[src/logic/trace_defs.svh]
// Offsets, field positions, reset values and timing counts of the trace trigger unit
`ifndef TRACE_DEFS_SVH
`define TRACE_DEFS_SVH
// Staging buffer
`define STG_DEPTH      4'h8
`define STG_OVF_LEVEL  4'h7
// Timestamp: 8.333 ns resolution, at least 27 days of range
`define TS_RES_PS      32'h0000_208D
`define CLK_PS         32'h0000_0FA0
`define TS_RANGE_DAYS  32'h0000_001B
`define TS_W           48
// Trigger pulse: microsecond tick derived from the clock period
`define US_NS          32'h0000_03E8
`define CLK_NS         32'h0000_0004
`define US_CYCLES      (`US_NS / `CLK_NS)
`define PULSE_MIN_US   16'h0001
`define PULSE_MAX_US   16'hFFFF
// Trace memory capacity in records
`define MEM_WORDS      16'h0400
// Register byte addresses
`define REG_CTRL       32'h0000_0000
`define REG_TRIG       32'h0000_0004
`define REG_PULSE0     32'h0000_0008
`define REG_PULSE1     32'h0000_000C
`define REG_STATUS     32'h0000_0010
`define REG_IRQ_EN     32'h0000_0014
`define REG_IRQ_CLR    32'h0000_0018
`define REG_FILL       32'h0000_001C
`define REG_PRES_SET   32'h0000_0020
`define REG_PRESENCE   32'hFF0B_0160
// Control fields
`define CTRL_EN        0
`define CTRL_SYNC      1
`define CTRL_TIMER     2
`define CTRL_CONN      3
`define CTRL_CPU_LO    4
`define CTRL_RT        7
`define CTRL_MODE_LO   8
`define CTRL_MEMCLR    10
`define CTRL_RESET     32'h0000_0000
`define MODE_RING      2'h0
`define MODE_STOP      2'h1
`define MODE_BREAK     2'h2
// Trigger modes, four bits per channel, action bit 3 set stops recording when capture is not allowed, otherwise the trigger breaks
`define TRG_RISE       3'h0
`define TRG_FALL       3'h1
`define TRG_BOTH       3'h2
`define TRG_LOW        3'h3
`define TRG_HIGH       3'h4
`define PULSE_POL      16
// Status bits
`define ST_OVF         0
`define ST_TRIG0       1
`define ST_FULL        3
`define ST_BREAK       4
`endif

[src/logic/trace_pkg.sv]
// Types carried by the trace trigger unit
`include "trace_defs.svh"
package trace_pkg;
  typedef struct packed {
    logic [2:0]  cpu;
    logic [1:0]  kind;
    logic [31:0] pc;
    logic [31:0] value;
  } trace_item_t;
  typedef struct packed {
    logic              ovf;
    trace_item_t       item;
    logic [`TS_W-1:0]  ts;
  } trace_rec_t;
endpackage

[src/logic/software_trace_trigger_unit.sv]
// Software trace staging, timestamps, trigger detection and trigger pulses
`timescale 1ns/1ps
`include "trace_defs.svh"
module software_trace_trigger_unit (
  // Clock and reset
  input  wire logic                   aclk,
  input  wire logic                   aresetn,
  // AXI4-Lite slave
  input  wire logic [31:0]            awaddr,
  input  wire logic                   awvalid,
  output logic                        awready,
  input  wire logic [31:0]            wdata,
  input  wire logic [3:0]             wstrb,
  input  wire logic                   wvalid,
  output logic                        wready,
  output logic [1:0]                  bresp,
  output logic                        bvalid,
  input  wire logic                   bready,
  input  wire logic [31:0]            araddr,
  input  wire logic                   arvalid,
  output logic                        arready,
  output logic [31:0]                 rdata,
  output logic [1:0]                  rresp,
  output logic                        rvalid,
  input  wire logic                   rready,
  // Trace items from the debug link
  input  wire logic                   item_valid,
  input  wire trace_pkg::trace_item_t item,
  output logic                        item_ready,
  input  wire logic                   target_running,
  // Records to trace storage
  output logic                        store_valid,
  output trace_pkg::trace_rec_t       store_rec,
  input  wire logic                   store_ready,
  // Trigger pins and break
  input  wire logic [1:0]             trig_in,
  output logic [1:0]                  trig_out,
  output logic                        break_req,
  output logic                        rec_stop,
  output logic                        irq
);
  trace_pkg::trace_rec_t stage [8];
  trace_pkg::trace_rec_t wr_data;
  logic [31:0] ctrl, trig_cfg, status, irq_en, pres, aw_addr, w_data;
  logic [31:0] next_ctrl, next_trig, next_status, next_irq_en, next_pres, next_aw_addr, next_w_data;
  logic [31:0] pulse_cfg [2];
  logic [31:0] next_pulse_cfg [2];
  logic [15:0] pulse_cnt [2];
  logic [15:0] next_pulse_cnt [2];
  logic [3:0]  w_strb, next_w_strb, count, next_count;
  logic [2:0]  wr_ptr, rd_ptr, next_wr_ptr, next_rd_ptr;
  logic [13:0] acc, next_acc;
  logic [7:0]  us_cnt, next_us_cnt;
  logic [15:0] mem_cnt, next_mem_cnt, width;
  logic [`TS_W-1:0] ts, next_ts;
  logic [1:0]  trig_meta, trig_sync, trig_prev, det, next_trig_out;
  logic aw_held, w_held, next_aw_held, next_w_held, next_awready, next_wready;
  logic next_bvalid, next_arready, next_rvalid, next_store_valid, next_item_ready;
  logic next_break_req, next_rec_stop, next_irq, ovf_hold, next_ovf_hold, mem_stopped, next_mem_stopped;
  logic run_prev, allowed, recording, push_req, push, pop, wr_en, wr_go, us_tick, run_fall, mem_full, trig_brk;
  logic [1:0]  next_bresp, next_rresp;
  logic [31:0] next_rdata, clr, wm;
  trace_pkg::trace_rec_t next_store_rec;

  function automatic logic [31:0] merge(input logic [31:0] old, input logic [31:0] d, input logic [3:0] s);
    logic [31:0] r;
    r = old;
    for (int b = 0; b < 4; b++) begin
      if (s[b]) begin
        r[8*b +: 8] = d[8*b +: 8];
      end
    end
    return r;
  endfunction

  // Trigger detectors, one per channel
  genvar g;
  generate
    for (g = 0; g < 2; g++) begin : g_trig
      always_comb begin
        case (trig_cfg[4*g +: 3])
          `TRG_RISE: det[g] = trig_sync[g] & ~trig_prev[g];
          `TRG_FALL: det[g] = ~trig_sync[g] & trig_prev[g];
          `TRG_BOTH: det[g] = trig_sync[g] ^ trig_prev[g];
          `TRG_LOW:  det[g] = ~trig_sync[g];
          `TRG_HIGH: det[g] = trig_sync[g];
          default:   det[g] = 1'b0;
        endcase
      end
    end
  endgenerate

  always_comb begin
    next_ctrl = ctrl;
    next_trig = trig_cfg;
    next_pulse_cfg = pulse_cfg;
    next_irq_en = irq_en;
    next_pres = pres;
    next_aw_addr = aw_addr;
    next_w_data = w_data;
    next_w_strb = w_strb;
    next_aw_held = aw_held;
    next_w_held = w_held;
    next_bvalid = bvalid & ~bready;
    next_bresp = bresp;
    next_rvalid = rvalid & ~rready;
    next_rdata = rdata;
    next_rresp = rresp;
    clr = 32'h0000_0000;
    wm = merge(ctrl, w_data, w_strb);
    // Timestamp at 8.333 ns from a fractional accumulator
    next_acc = acc + 14'(`CLK_PS);
    next_ts = ts;
    if (next_acc >= 14'(`TS_RES_PS)) begin
      next_acc = next_acc - 14'(`TS_RES_PS);
      next_ts = ts + 1'b1;
    end
    us_tick = (us_cnt == 8'(`US_CYCLES - 1));
    next_us_cnt = us_tick ? 8'h00 : us_cnt + 8'h01;
    // Write channel
    if (awvalid && awready) begin
      next_aw_held = 1'b1;
      next_aw_addr = awaddr;
    end
    if (wvalid && wready) begin
      next_w_held = 1'b1;
      next_w_data = wdata;
      next_w_strb = wstrb;
    end
    wr_go = aw_held & w_held & ~bvalid;
    if (wr_go) begin
      next_aw_held = 1'b0;
      next_w_held = 1'b0;
      next_bvalid = 1'b1;
      next_bresp = 2'h0;
      case (aw_addr)
        `REG_CTRL: begin
          next_ctrl = wm;
          next_ctrl[`CTRL_MEMCLR] = 1'b0;
          if (ctrl[`CTRL_CONN]) begin
            next_ctrl[`CTRL_CPU_LO +: 3] = ctrl[`CTRL_CPU_LO +: 3];
          end
        end
        `REG_TRIG:     next_trig = merge(trig_cfg, w_data, w_strb);
        `REG_PULSE0:   next_pulse_cfg[0] = merge(pulse_cfg[0], w_data, w_strb);
        `REG_PULSE1:   next_pulse_cfg[1] = merge(pulse_cfg[1], w_data, w_strb);
        `REG_IRQ_EN:   next_irq_en = merge(irq_en, w_data, w_strb);
        `REG_IRQ_CLR:  clr = merge(32'h0000_0000, w_data, w_strb);
        `REG_PRES_SET: next_pres = merge(pres, w_data, w_strb);
        default:       next_bresp = 2'h2;
      endcase
    end
    next_awready = ~next_aw_held;
    next_wready = ~next_w_held;
    // Read channel
    if (arvalid && arready) begin
      next_rvalid = 1'b1;
      next_rresp = 2'h0;
      case (araddr)
        `REG_CTRL:     next_rdata = ctrl;
        `REG_TRIG:     next_rdata = trig_cfg;
        `REG_PULSE0:   next_rdata = pulse_cfg[0];
        `REG_PULSE1:   next_rdata = pulse_cfg[1];
        `REG_STATUS:   next_rdata = status;
        `REG_IRQ_EN:   next_rdata = irq_en;
        `REG_FILL:     next_rdata = {mem_cnt, 11'h000, recording, count};
        `REG_PRESENCE: next_rdata = ctrl[`CTRL_CONN] ? pres : 32'h0000_0000;
        default: begin
          next_rdata = 32'h0000_0000;
          next_rresp = 2'h2;
        end
      endcase
    end
    next_arready = ~next_rvalid;
    // Capture gating
    allowed = ctrl[`CTRL_EN] & ctrl[`CTRL_SYNC] & ~ctrl[`CTRL_TIMER] & ctrl[`CTRL_CONN];
    recording = allowed & target_running & ~mem_stopped;
    push_req = item_valid & item_ready & recording & (item.cpu == ctrl[`CTRL_CPU_LO +: 3]);
    next_ovf_hold = ovf_hold & ~(count < `STG_OVF_LEVEL);
    wr_data = '{ovf: 1'b0, item: item, ts: ts};
    push = 1'b0;
    wr_en = 1'b0;
    next_status = status & ~clr;
    if (push_req && !ovf_hold) begin
      if (count < `STG_OVF_LEVEL) begin
        push = 1'b1;
      end else if (count == `STG_OVF_LEVEL) begin
        push = 1'b1;
        wr_data.ovf = 1'b1;
        next_ovf_hold = 1'b1;
        next_status[`ST_OVF] = 1'b1;
      end
    end
    wr_en = push;
    // Drain to storage
    next_mem_cnt = mem_cnt;
    next_mem_stopped = mem_stopped;
    mem_full = 1'b0;
    if (store_valid && store_ready) begin
      if (mem_cnt == `MEM_WORDS - 16'h0001) begin
        mem_full = 1'b1;
        next_status[`ST_FULL] = 1'b1;
        if (ctrl[`CTRL_MODE_LO +: 2] == `MODE_RING) begin
          next_mem_cnt = 16'h0000;
        end else begin
          next_mem_stopped = 1'b1;
        end
      end else begin
        next_mem_cnt = mem_cnt + 16'h0001;
      end
    end
    if (wm[`CTRL_MEMCLR] && wr_go && aw_addr == `REG_CTRL) begin
      next_mem_cnt = 16'h0000;
      // A full memory in the same cycle wins over the clear
      next_mem_stopped = mem_full & (ctrl[`CTRL_MODE_LO +: 2] != `MODE_RING);
    end
    pop = (count != 4'h0) & (~store_valid | store_ready) & ~mem_stopped;
    next_store_valid = pop | (store_valid & ~store_ready);
    next_store_rec = pop ? stage[rd_ptr] : store_rec;
    next_rd_ptr = rd_ptr + 3'(pop);
    next_wr_ptr = wr_ptr + 3'(push);
    next_count = count + 4'(push) - 4'(pop);
    // Real-time keeps the link open, non-real-time holds it off before overflow
    next_item_ready = ctrl[`CTRL_RT] | (next_count <= `STG_OVF_LEVEL - 4'h2);
    // Triggers and breaks
    trig_brk = 1'b0;
    next_rec_stop = 1'b0;
    for (int i = 0; i < 2; i++) begin
      if (det[i] && target_running) begin
        next_status[`ST_TRIG0 + i] = 1'b1;
        if (allowed || !trig_cfg[4*i + 3]) begin
          trig_brk = 1'b1;
        end else begin
          next_rec_stop = 1'b1;
        end
      end
    end
    next_break_req = trig_brk | (mem_full & (ctrl[`CTRL_MODE_LO +: 2] == `MODE_BREAK));
    run_fall = run_prev & ~target_running;
    if (run_fall) begin
      next_us_cnt = 8'h00;
      next_status[`ST_BREAK] = 1'b1;
    end
    for (int i = 0; i < 2; i++) begin
      width = (pulse_cfg[i][15:0] < `PULSE_MIN_US) ? `PULSE_MIN_US : pulse_cfg[i][15:0];
      next_pulse_cnt[i] = pulse_cnt[i];
      if (run_fall) begin
        next_pulse_cnt[i] = width;
      end else if (us_tick && pulse_cnt[i] != 16'h0000) begin
        next_pulse_cnt[i] = pulse_cnt[i] - 16'h0001;
      end
      next_trig_out[i] = (next_pulse_cnt[i] != 16'h0000) ~^ pulse_cfg[i][`PULSE_POL];
    end
    next_irq = |(status & irq_en);
  end

  always_ff @(posedge aclk) begin
    if (!aresetn) begin
      ctrl <= `CTRL_RESET;
      trig_cfg <= 32'h0000_0000;
      pulse_cfg <= '{32'h0000_0000, 32'h0000_0000};
      status <= 32'h0000_0000;
      irq_en <= 32'h0000_0000;
      pres <= 32'h0000_0000;
      aw_addr <= 32'h0000_0000;
      w_data <= 32'h0000_0000;
      w_strb <= 4'h0;
      aw_held <= 1'b0;
      w_held <= 1'b0;
      awready <= 1'b0;
      wready <= 1'b0;
      bvalid <= 1'b0;
      bresp <= 2'h0;
      arready <= 1'b0;
      rvalid <= 1'b0;
      rdata <= 32'h0000_0000;
      rresp <= 2'h0;
      acc <= 14'h0000;
      ts <= '0;
      us_cnt <= 8'h00;
      count <= 4'h0;
      wr_ptr <= 3'h0;
      rd_ptr <= 3'h0;
      ovf_hold <= 1'b0;
      mem_cnt <= 16'h0000;
      mem_stopped <= 1'b0;
      store_valid <= 1'b0;
      store_rec <= '0;
      item_ready <= 1'b0;
      trig_meta <= 2'h0;
      trig_sync <= 2'h0;
      trig_prev <= 2'h0;
      run_prev <= 1'b0;
      break_req <= 1'b0;
      rec_stop <= 1'b0;
      pulse_cnt <= '{16'h0000, 16'h0000};
      trig_out <= 2'h3;
      irq <= 1'b0;
    end else begin
      ctrl <= next_ctrl;
      trig_cfg <= next_trig;
      pulse_cfg <= next_pulse_cfg;
      status <= next_status;
      irq_en <= next_irq_en;
      pres <= next_pres;
      aw_addr <= next_aw_addr;
      w_data <= next_w_data;
      w_strb <= next_w_strb;
      aw_held <= next_aw_held;
      w_held <= next_w_held;
      awready <= next_awready;
      wready <= next_wready;
      bvalid <= next_bvalid;
      bresp <= next_bresp;
      arready <= next_arready;
      rvalid <= next_rvalid;
      rdata <= next_rdata;
      rresp <= next_rresp;
      acc <= next_acc;
      ts <= next_ts;
      us_cnt <= next_us_cnt;
      count <= next_count;
      wr_ptr <= next_wr_ptr;
      rd_ptr <= next_rd_ptr;
      ovf_hold <= next_ovf_hold;
      mem_cnt <= next_mem_cnt;
      mem_stopped <= next_mem_stopped;
      store_valid <= next_store_valid;
      store_rec <= next_store_rec;
      item_ready <= next_item_ready;
      trig_meta <= trig_in;
      trig_sync <= trig_meta;
      trig_prev <= trig_sync;
      run_prev <= target_running;
      break_req <= next_break_req;
      rec_stop <= next_rec_stop;
      pulse_cnt <= next_pulse_cnt;
      trig_out <= next_trig_out;
      irq <= next_irq;
    end
  end

  // Staging memory write
  always_ff @(posedge aclk) begin
    if (wr_en) begin
      stage[wr_ptr] <= wr_data;
    end
  end

  a_ovf_marker_slot: assert property (@(posedge aclk) disable iff (!aresetn)
    (push_req && !ovf_hold && count == 4'h7 && !pop) |=> (count == 4'h8 && ovf_hold))
    else $error("overflow marker not placed in eighth stage");
  a_stage_limit: assert property (@(posedge aclk) disable iff (!aresetn) count <= `STG_DEPTH)
    else $error("staging fill above eight");
  a_drop_held: assert property (@(posedge aclk) disable iff (!aresetn)
    (ovf_hold && count >= 4'h7) |-> !push)
    else $error("item taken while overflow held");
  a_one_stage: assert property (@(posedge aclk) disable iff (!aresetn)
    (push && !pop) |=> (count == $past(count) + 4'h1))
    else $error("item did not take exactly one stage");
  a_ts_step: assert property (@(posedge aclk) disable iff (!aresetn)
    $changed(ts) |=> $stable(ts))
    else $error("timestamp stepped faster than its resolution");
  a_mode_gate: assert property (@(posedge aclk) disable iff (!aresetn)
    (ctrl[`CTRL_TIMER] || !ctrl[`CTRL_SYNC]) |-> !push)
    else $error("capture outside synchronous mode");
  a_cpu_locked: assert property (@(posedge aclk) disable iff (!aresetn)
    (ctrl[`CTRL_CONN] && $past(ctrl[`CTRL_CONN])) |-> $stable(ctrl[`CTRL_CPU_LO +: 3]))
    else $error("traced cpu changed while connected");
  a_stop_break: assert property (@(posedge aclk) disable iff (!aresetn) !target_running |-> !push)
    else $error("capture while target stopped");
  a_rt_ready: assert property (@(posedge aclk) disable iff (!aresetn) ctrl[`CTRL_RT] |=> item_ready)
    else $error("real-time mode stalled the link");
  a_full_break: assert property (@(posedge aclk) disable iff (!aresetn)
    (mem_full && ctrl[`CTRL_MODE_LO +: 2] == `MODE_BREAK) |=> break_req ##1 mem_stopped)
    else $error("full memory did not break");
  a_trig_break: assert property (@(posedge aclk) disable iff (!aresetn)
    (det[0] && target_running && allowed) |=> (break_req && !rec_stop))
    else $error("trigger did not break while tracing");
  a_pulse_start: assert property (@(posedge aclk) disable iff (!aresetn)
    run_fall |=> (trig_out[0] == pulse_cfg[0][`PULSE_POL]) [*8])
    else $error("trigger pulse not driven on break");
endmodule

[config.mk]
export PLATFORM = sky130hd
export DESIGN_NAME = software_trace_trigger_unit
export DESIGN_NICKNAME = d
export VERILOG_FILES = /design/src/logic/trace_pkg.sv /design/src/logic/software_trace_trigger_unit.sv
export VERILOG_INCLUDE_DIRS = /design/src /design/src/logic
export SDC_FILE = /design/constraint.sdc
export NUM_CORES = 2
export LEC_CHECK = 0
export BUFFER_PORTS_ARGS = -buffer_cell sky130_fd_sc_hd__buf_2
export CELL_PAD_IN_SITES_DETAIL_PLACEMENT = 1
export CELL_PAD_IN_SITES_GLOBAL_PLACEMENT = 1
export CORE_MARGIN = 4
export CORE_UTILIZATION = 46
export DETAILED_ROUTE_END_ITERATION = 8
export PLACE_DENSITY_LB_ADDON = 0.1
export SYNTH_ARGS = -nofsm -noshare
export SYNTH_HDL_FRONTEND = slang
export SYNTH_SLANG_ARGS = --single-unit
export TNS_END_PERCENT = 1
[constraint.sdc]
create_clock -name aclk -period 12.33 [get_ports aclk]
set_input_delay 3.0825 -clock aclk [delete_from_list [all_inputs] [get_ports aclk]]
set_output_delay 3.0825 -clock aclk [all_outputs]
set_load 0.02 [all_outputs]
---- Yosys cells after proc, flatten, opt, wreduce, memory -nomap -nowiden ----
Memory sizes are Yosys's and may differ from the RTL's. A register that Yosys moved wholly into a read port is not among the register bits.
Cells that the tools add are included.
word-level totals
  register bits ........................... 478
  RAM bits ................................ 944
  bits of input ports ..................... 181
  logic and storage cells ................. 279
  memories ................................ 1
memory list
  name   depth  bits a word  read ports  clocked after Yosys merged registers in  wr ports  line                               text
  stage  8      118          1           1                                        1         software_trace_trigger_unit.sv:42  trace_pkg::trace_rec_t stage [8];
operators by class
  mux-type cells .......................... 60
  reduce and logical (&&, ||, !) cells .... 62
  $lt $le $gt $ge ......................... 5
  add/sub/neg operators ................... 11
  eq/ne operators ......................... 28
  bitwise operators ....................... 52
operators with widths
  operator                                                                  number
  32-bit case mux with 8 select lines                                       1
  32-bit by 5-bit equality test with 1-bit output (second input constant)   5
  32-bit by 4-bit equality test with 1-bit output (second input constant)   4
  16-bit two-way mux                                                        8
  32-bit two-way mux                                                        3
  3-bit AND reduction                                                       25
  32-bit bitwise AND                                                        2
  32-bit by 3-bit equality test with 1-bit output (second input constant)   2
  32-bit logical NOT                                                        2
  16-bit nonzero test                                                       4
  48-bit by 1-bit adder with 48-bit output (second input constant)          1
  1-bit two-way mux                                                         38
  32-bit equality test (second input constant)                              1
  32-bit by 6-bit equality test with 1-bit output (second input constant)   1
  16-bit by 1-bit < comparator with 1-bit output (second input constant)    2
  8-bit two-way mux                                                         4
  32-bit inverter                                                           1
  32-bit OR reduction                                                       1
  16-bit by 1-bit subtractor with 16-bit output (second input constant)     2
  1-bit bitwise AND                                                         23
  1-bit inverter                                                            18
  16-bit by 1-bit adder with 16-bit output (second input constant)          1
  16-bit by 10-bit equality test with 1-bit output (second input constant)  1
  14-bit by 12-bit adder with 14-bit output (second input constant)         1
  36 further kinds                                                          67

---- Depth between registers and ports, before layout ----
  depth in word-level cells ............... 13
  gate-level depth with buffers ........... 13
  gate-level depth less buffers ........... 12

---- Worst setup path after synthesis ----
No wires, ideal clock.
  path type ............................... input to register
  start ................................... in item[66] in the netlist's numbering
  end ..................................... mem stage[0][0] in the netlist's numbering (enable)
  slack ................................... -232 ps
  arrival time ............................ 11822 ps
  path buffers ............................ 0
  cell stages on the path ................. 7
  cell sequence ........................... xor2_1 nor3_1 nand4_1 a21o_1 inv_1 nand2b_1 nor3_1
on the way
  cells in the longest elaborated chain, start to end .. 6
RTL lines
  what                                     line                                text
  start, declared                          software_trace_trigger_unit.sv:28   input wire trace_pkg::trace_item_t item,
  3-bit equality test                      software_trace_trigger_unit.sv:178  push_req = item_valid & item_ready & recording & (item.cpu == ctrl[`CTRL_CPU_LO +: 3]);
  1-bit bitwise AND                        software_trace_trigger_unit.sv:178
  1-bit logical AND                        software_trace_trigger_unit.sv:184  if (push_req && !ovf_hold) begin
  1-bit two-way mux                        software_trace_trigger_unit.sv:184
  1-bit two-way mux                        software_trace_trigger_unit.sv:345  if (wr_en) begin
  1-bit two-way mux (not written as such)  software_trace_trigger_unit.sv:346  stage[wr_ptr] <= wr_data;
  end, declared                            software_trace_trigger_unit.sv:42
No other way between the ends.

---- Final worst setup path ----
  start ................................... in target_running
  end ..................................... mem stage[5][16] in the netlist's numbering (enable)
on the way
  cells in the longest elaborated chain, start to end .. 8
RTL lines
  what                                     line                                text
  start, declared                          software_trace_trigger_unit.sv:30   input wire logic target_running,
  1-bit bitwise AND (2 in series)          software_trace_trigger_unit.sv:177  recording = allowed & target_running & ~mem_stopped;
  1-bit bitwise AND (2 in series)          software_trace_trigger_unit.sv:178
  1-bit logical AND                        software_trace_trigger_unit.sv:184
  1-bit two-way mux                        software_trace_trigger_unit.sv:184
  1-bit two-way mux                        software_trace_trigger_unit.sv:345
  1-bit two-way mux (not written as such)  software_trace_trigger_unit.sv:346
No other way between the ends.

==> impl_metrics.py <==
metrics = {
    "clock_tree": {
        "htreeDepth": 4,
        "post_cts_resized": 0,
        "cts_tree": "built",
        "cts.sinks": 1538,
        "post_cts_buffers": 0,
        "ctsHoldBuffers": 0,
        "insertion_delay_ns": 0.79,
        "cts-root-buf": "clkbuf_16",
        "cts_buffers": 165,
        "clockBufferDepth": 3,
        "cts.clk_slew.worst_paths_ns": 0.06,
    },
    "global_routing": {
        "antenna_found_initial": 29,
        "grt_pass1_vias": 39850,
        "grt_max_degree": 206,
        "grt_first_pass_wirelength_mm": 251.6,
        "grt_usage_pct": 24.30,
        "gr-total-overflow": 0,
    },
    "pwr": {
        "power_w": 0.01347,
        "power_density_nw_per_um2": 194.9,
        "ir_worst_vdd_v": 0.0001928,
        "power_leakage_nw": 22.88,
    },
    "synth": {
        "synthFlopType": "edfxtp_1",
        "seq_area_frac_synth_pct": 66.84,
        "synth_edf_count": 944,
        "ys_types": 75,
        "synth_area_um2": 60200,
        "ys_ff_latch": 1538,
        "syn_area_per_cell_um2": 13.65,
        "synth_cells": 4411,
        "yosysWarnings": 0,
        "synthArstFlopShare_pct": 0,
    },
    "worst_setup_path": {
        "crit_type": "in -> reg",
        "path_max_fanout": 56,
        "endpoint_kind": "register",
        "critPathSlowestCell": "buf_4",
        "crit_required_ns": 12.72,
        "cpPeakStageDelay_ns": 0.88,
        "start_kind": "input pin",
        "startpoint": "target_running",
        "timing.rr.start": "ctrl[3]$_SDFFE_PN0P_",
        "path_cells": "buf_2 > nor3b_1 > nand4_1 > a21o_1 > inv_1 > nand2_1 > nor2_4 > buf_4",
        "arrival_ns": 6.28,
    },
    "route": {
        "wl_per_cell_um": 25.28,
        "drtAntennaViolNets": 0,
        "vias": 37860,
        "routed_via_density": 5.758,
        "routed_wl_mm": 166.2,
        "drt_iter0_markers": 2889,
        "route.detailed.drc": 0,
        "drt_first_pass_iters": 6,
    },
    "placed_design": {
        "placed_area_um2": 63610,
        "dp_cells": 6259,
        "numPortBuffers": 344,
        "dpl.hpwl_mm": 101.9,
        "gp_congestion": 0.8229,
        "post-place-ws_ns": 5.659,
    },
    "timing": {
        "slew_violations": 0,
        "max_freq_mhz": 169.9,
        "whs_ns": 0.4340,
        "setup_viol_count_final": 0,
        "max_slew_margin_pct": 7.584,
        "finalHoldViolations": 0,
        "layout_setup_ws_ns": 6.442,
        "skew_ns": 0.02342,
        "period_minus_slack_ns": 5.888,
        "rsz0062_at_grt": "false",
        "finalCritPeriodShare_pct": 47.75,
        "tightest_slew_ns": 1.386,
    },
    "die": {
        "die_h_um": 369.8,
        "die_area_um2": 136700,
        "initial_utilization_pct": 46.38,
        "fp.coreArea_um2": 129800,
        "ioPinCount": 347,
        "fp.dieW_um": 369.8,
        "num_rows": 132,
    },
    "finish": {
        "layout_commonest_cell": "edfxtp_1",
        "drive_above_1_share_pct": 20.21,
        "num-fill-cells": 12900,
        "final_nets": 4892,
        "final_cell_mix": "edfxtp_1, dfxtp_1, nand2_1",
        "final_cells": 6576,
        "area_growth_pct": 14.77,
        "stdcell_area_um2": 69100,
    },
    "status": {
        "status": "finished clean",
    },
    "flow_run": {
        "drv_cap": 0,
    },
    "min_path": {
        "hold_path_class": "reg -> reg",
        "min_from": "trig_meta[1]$_SDFF_PN0_",
    },
}
-- sequential cells by signal, summed over array words and instances, names as in the netlist, 4 cells and up --
name	cells
stage	944
store_rec	118
pulse_cfg	64
ts	48
aw_addr	32
irq_en	32
pres	32
pulse_cnt	32
rdata	32
status	32
trig_cfg	32
w_data	32
ctrl	31
mem_cnt	16
acc	14
us_cnt	8
count	4
w_strb	4
-- path summary, 6_finish.rpt --
| kind | endpoint | slack, ns | cells after the start |
|---|---|---|---|
| max | stage[5][16]$_DFFE_PP_ | 6.44 | 8 |
| min reg2reg | trig_sync[1]$_SDFF_PN0_ | 0.43 | 1 |
| max reg2reg | stage[5][16]$_DFFE_PP_ | 8.17 | 8 |
| min | trig_sync[1]$_SDFF_PN0_ | 0.43 | 1 |
-- metrics by stage --
step	utilization, %	setup TNS (ns)
2_1_floorplan	-	-26.71
3_3_place_gp	49.00	0
3_5_place_dp	49.00	0
4_1_cts	53.20	0
5_1_grt	53.22	0
6_report	53.23	0
-- kinds of logic (layout without fill, tap and decap cells) --
logic type | Yosys count | after routing | synth area share, %
multiplexers | 416 | 416 | 11.92
adder cells (fa/ha/maj) | 27 | 27 | 0.5736
AO/OA/AOI/OAI | 737 | 737 | 7.759
XOR/XNOR | 87 | 87 | 1.266
flip-flops | 1538 | 1538 | 66.84
buffers and inverters | 339 | 747 | 2.178
other | 1 | 16 | 0.006229
AND/OR/NAND/NOR | 1266 | 1266 | 9.463
-- final cells by class --
type                    count  area (um^2)  share of cell area (%)
well taps                1742         2180                   3.154
diodes                     14        35.03                 0.05070
repair buffers            402         2245                   3.249
clock inverters            76        830.8                   1.202
flip-flops and latches   1538        40250                   58.25
clock buffers             227         4617                   6.682
multi-input cells        2535        18770                   27.17
inverters                  42        165.2                  0.2390
-- routing by layer --
layer	share of wire [%]	vias up	track usage, %	routed length, um
li1	-	17170	-	-
met3	5.6	289	4.686	9263
met2	48	920	40.23	80430
met4	3.2	10	8.172	5349
met1	43	19470	32.37	71130
met5	0.038	-	0	64
-- power by group --
part	switching [W]	total (W)	internal (W)
Combinational	0.00145	0.00252	0.00107
Clock	0.00203	0.00497	0.00294
Sequential	0.000290	0.00597	0.00568
Total	0.00378	0.0135	0.00969
-- Yosys cell counts (all sizes together), types with 47 or more instances --
library cell | n | area (um^2)
edfxtp | 944 | 28350
clkbuf | 252 | 974.7
nor2 | 331 | 1242
nor3 | 56 | 285.3
nor4 | 47 | 336.6
dfxtp | 594 | 11890
mux4 | 238 | 5360
a22o | 47 | 411.6
mux2i | 153 | 1531
xnor2 | 58 | 508.0
nand2 | 522 | 1959
nand3 | 132 | 670.6
a211oi | 127 | 953.4
a22oi | 74 | 555.5
o21ai | 56 | 280.3
a21oi | 338 | 1692
-- critical path: cells and delay by family --
family | cells | cell delay (ns)
AO/OA/AOI/OAI | 1 | 0.24
AND/OR/NAND/NOR | 4 | 1.71
buffers and inverters | 3 | 1.17
Note: power is estimated with default switching activity, not from simulation.
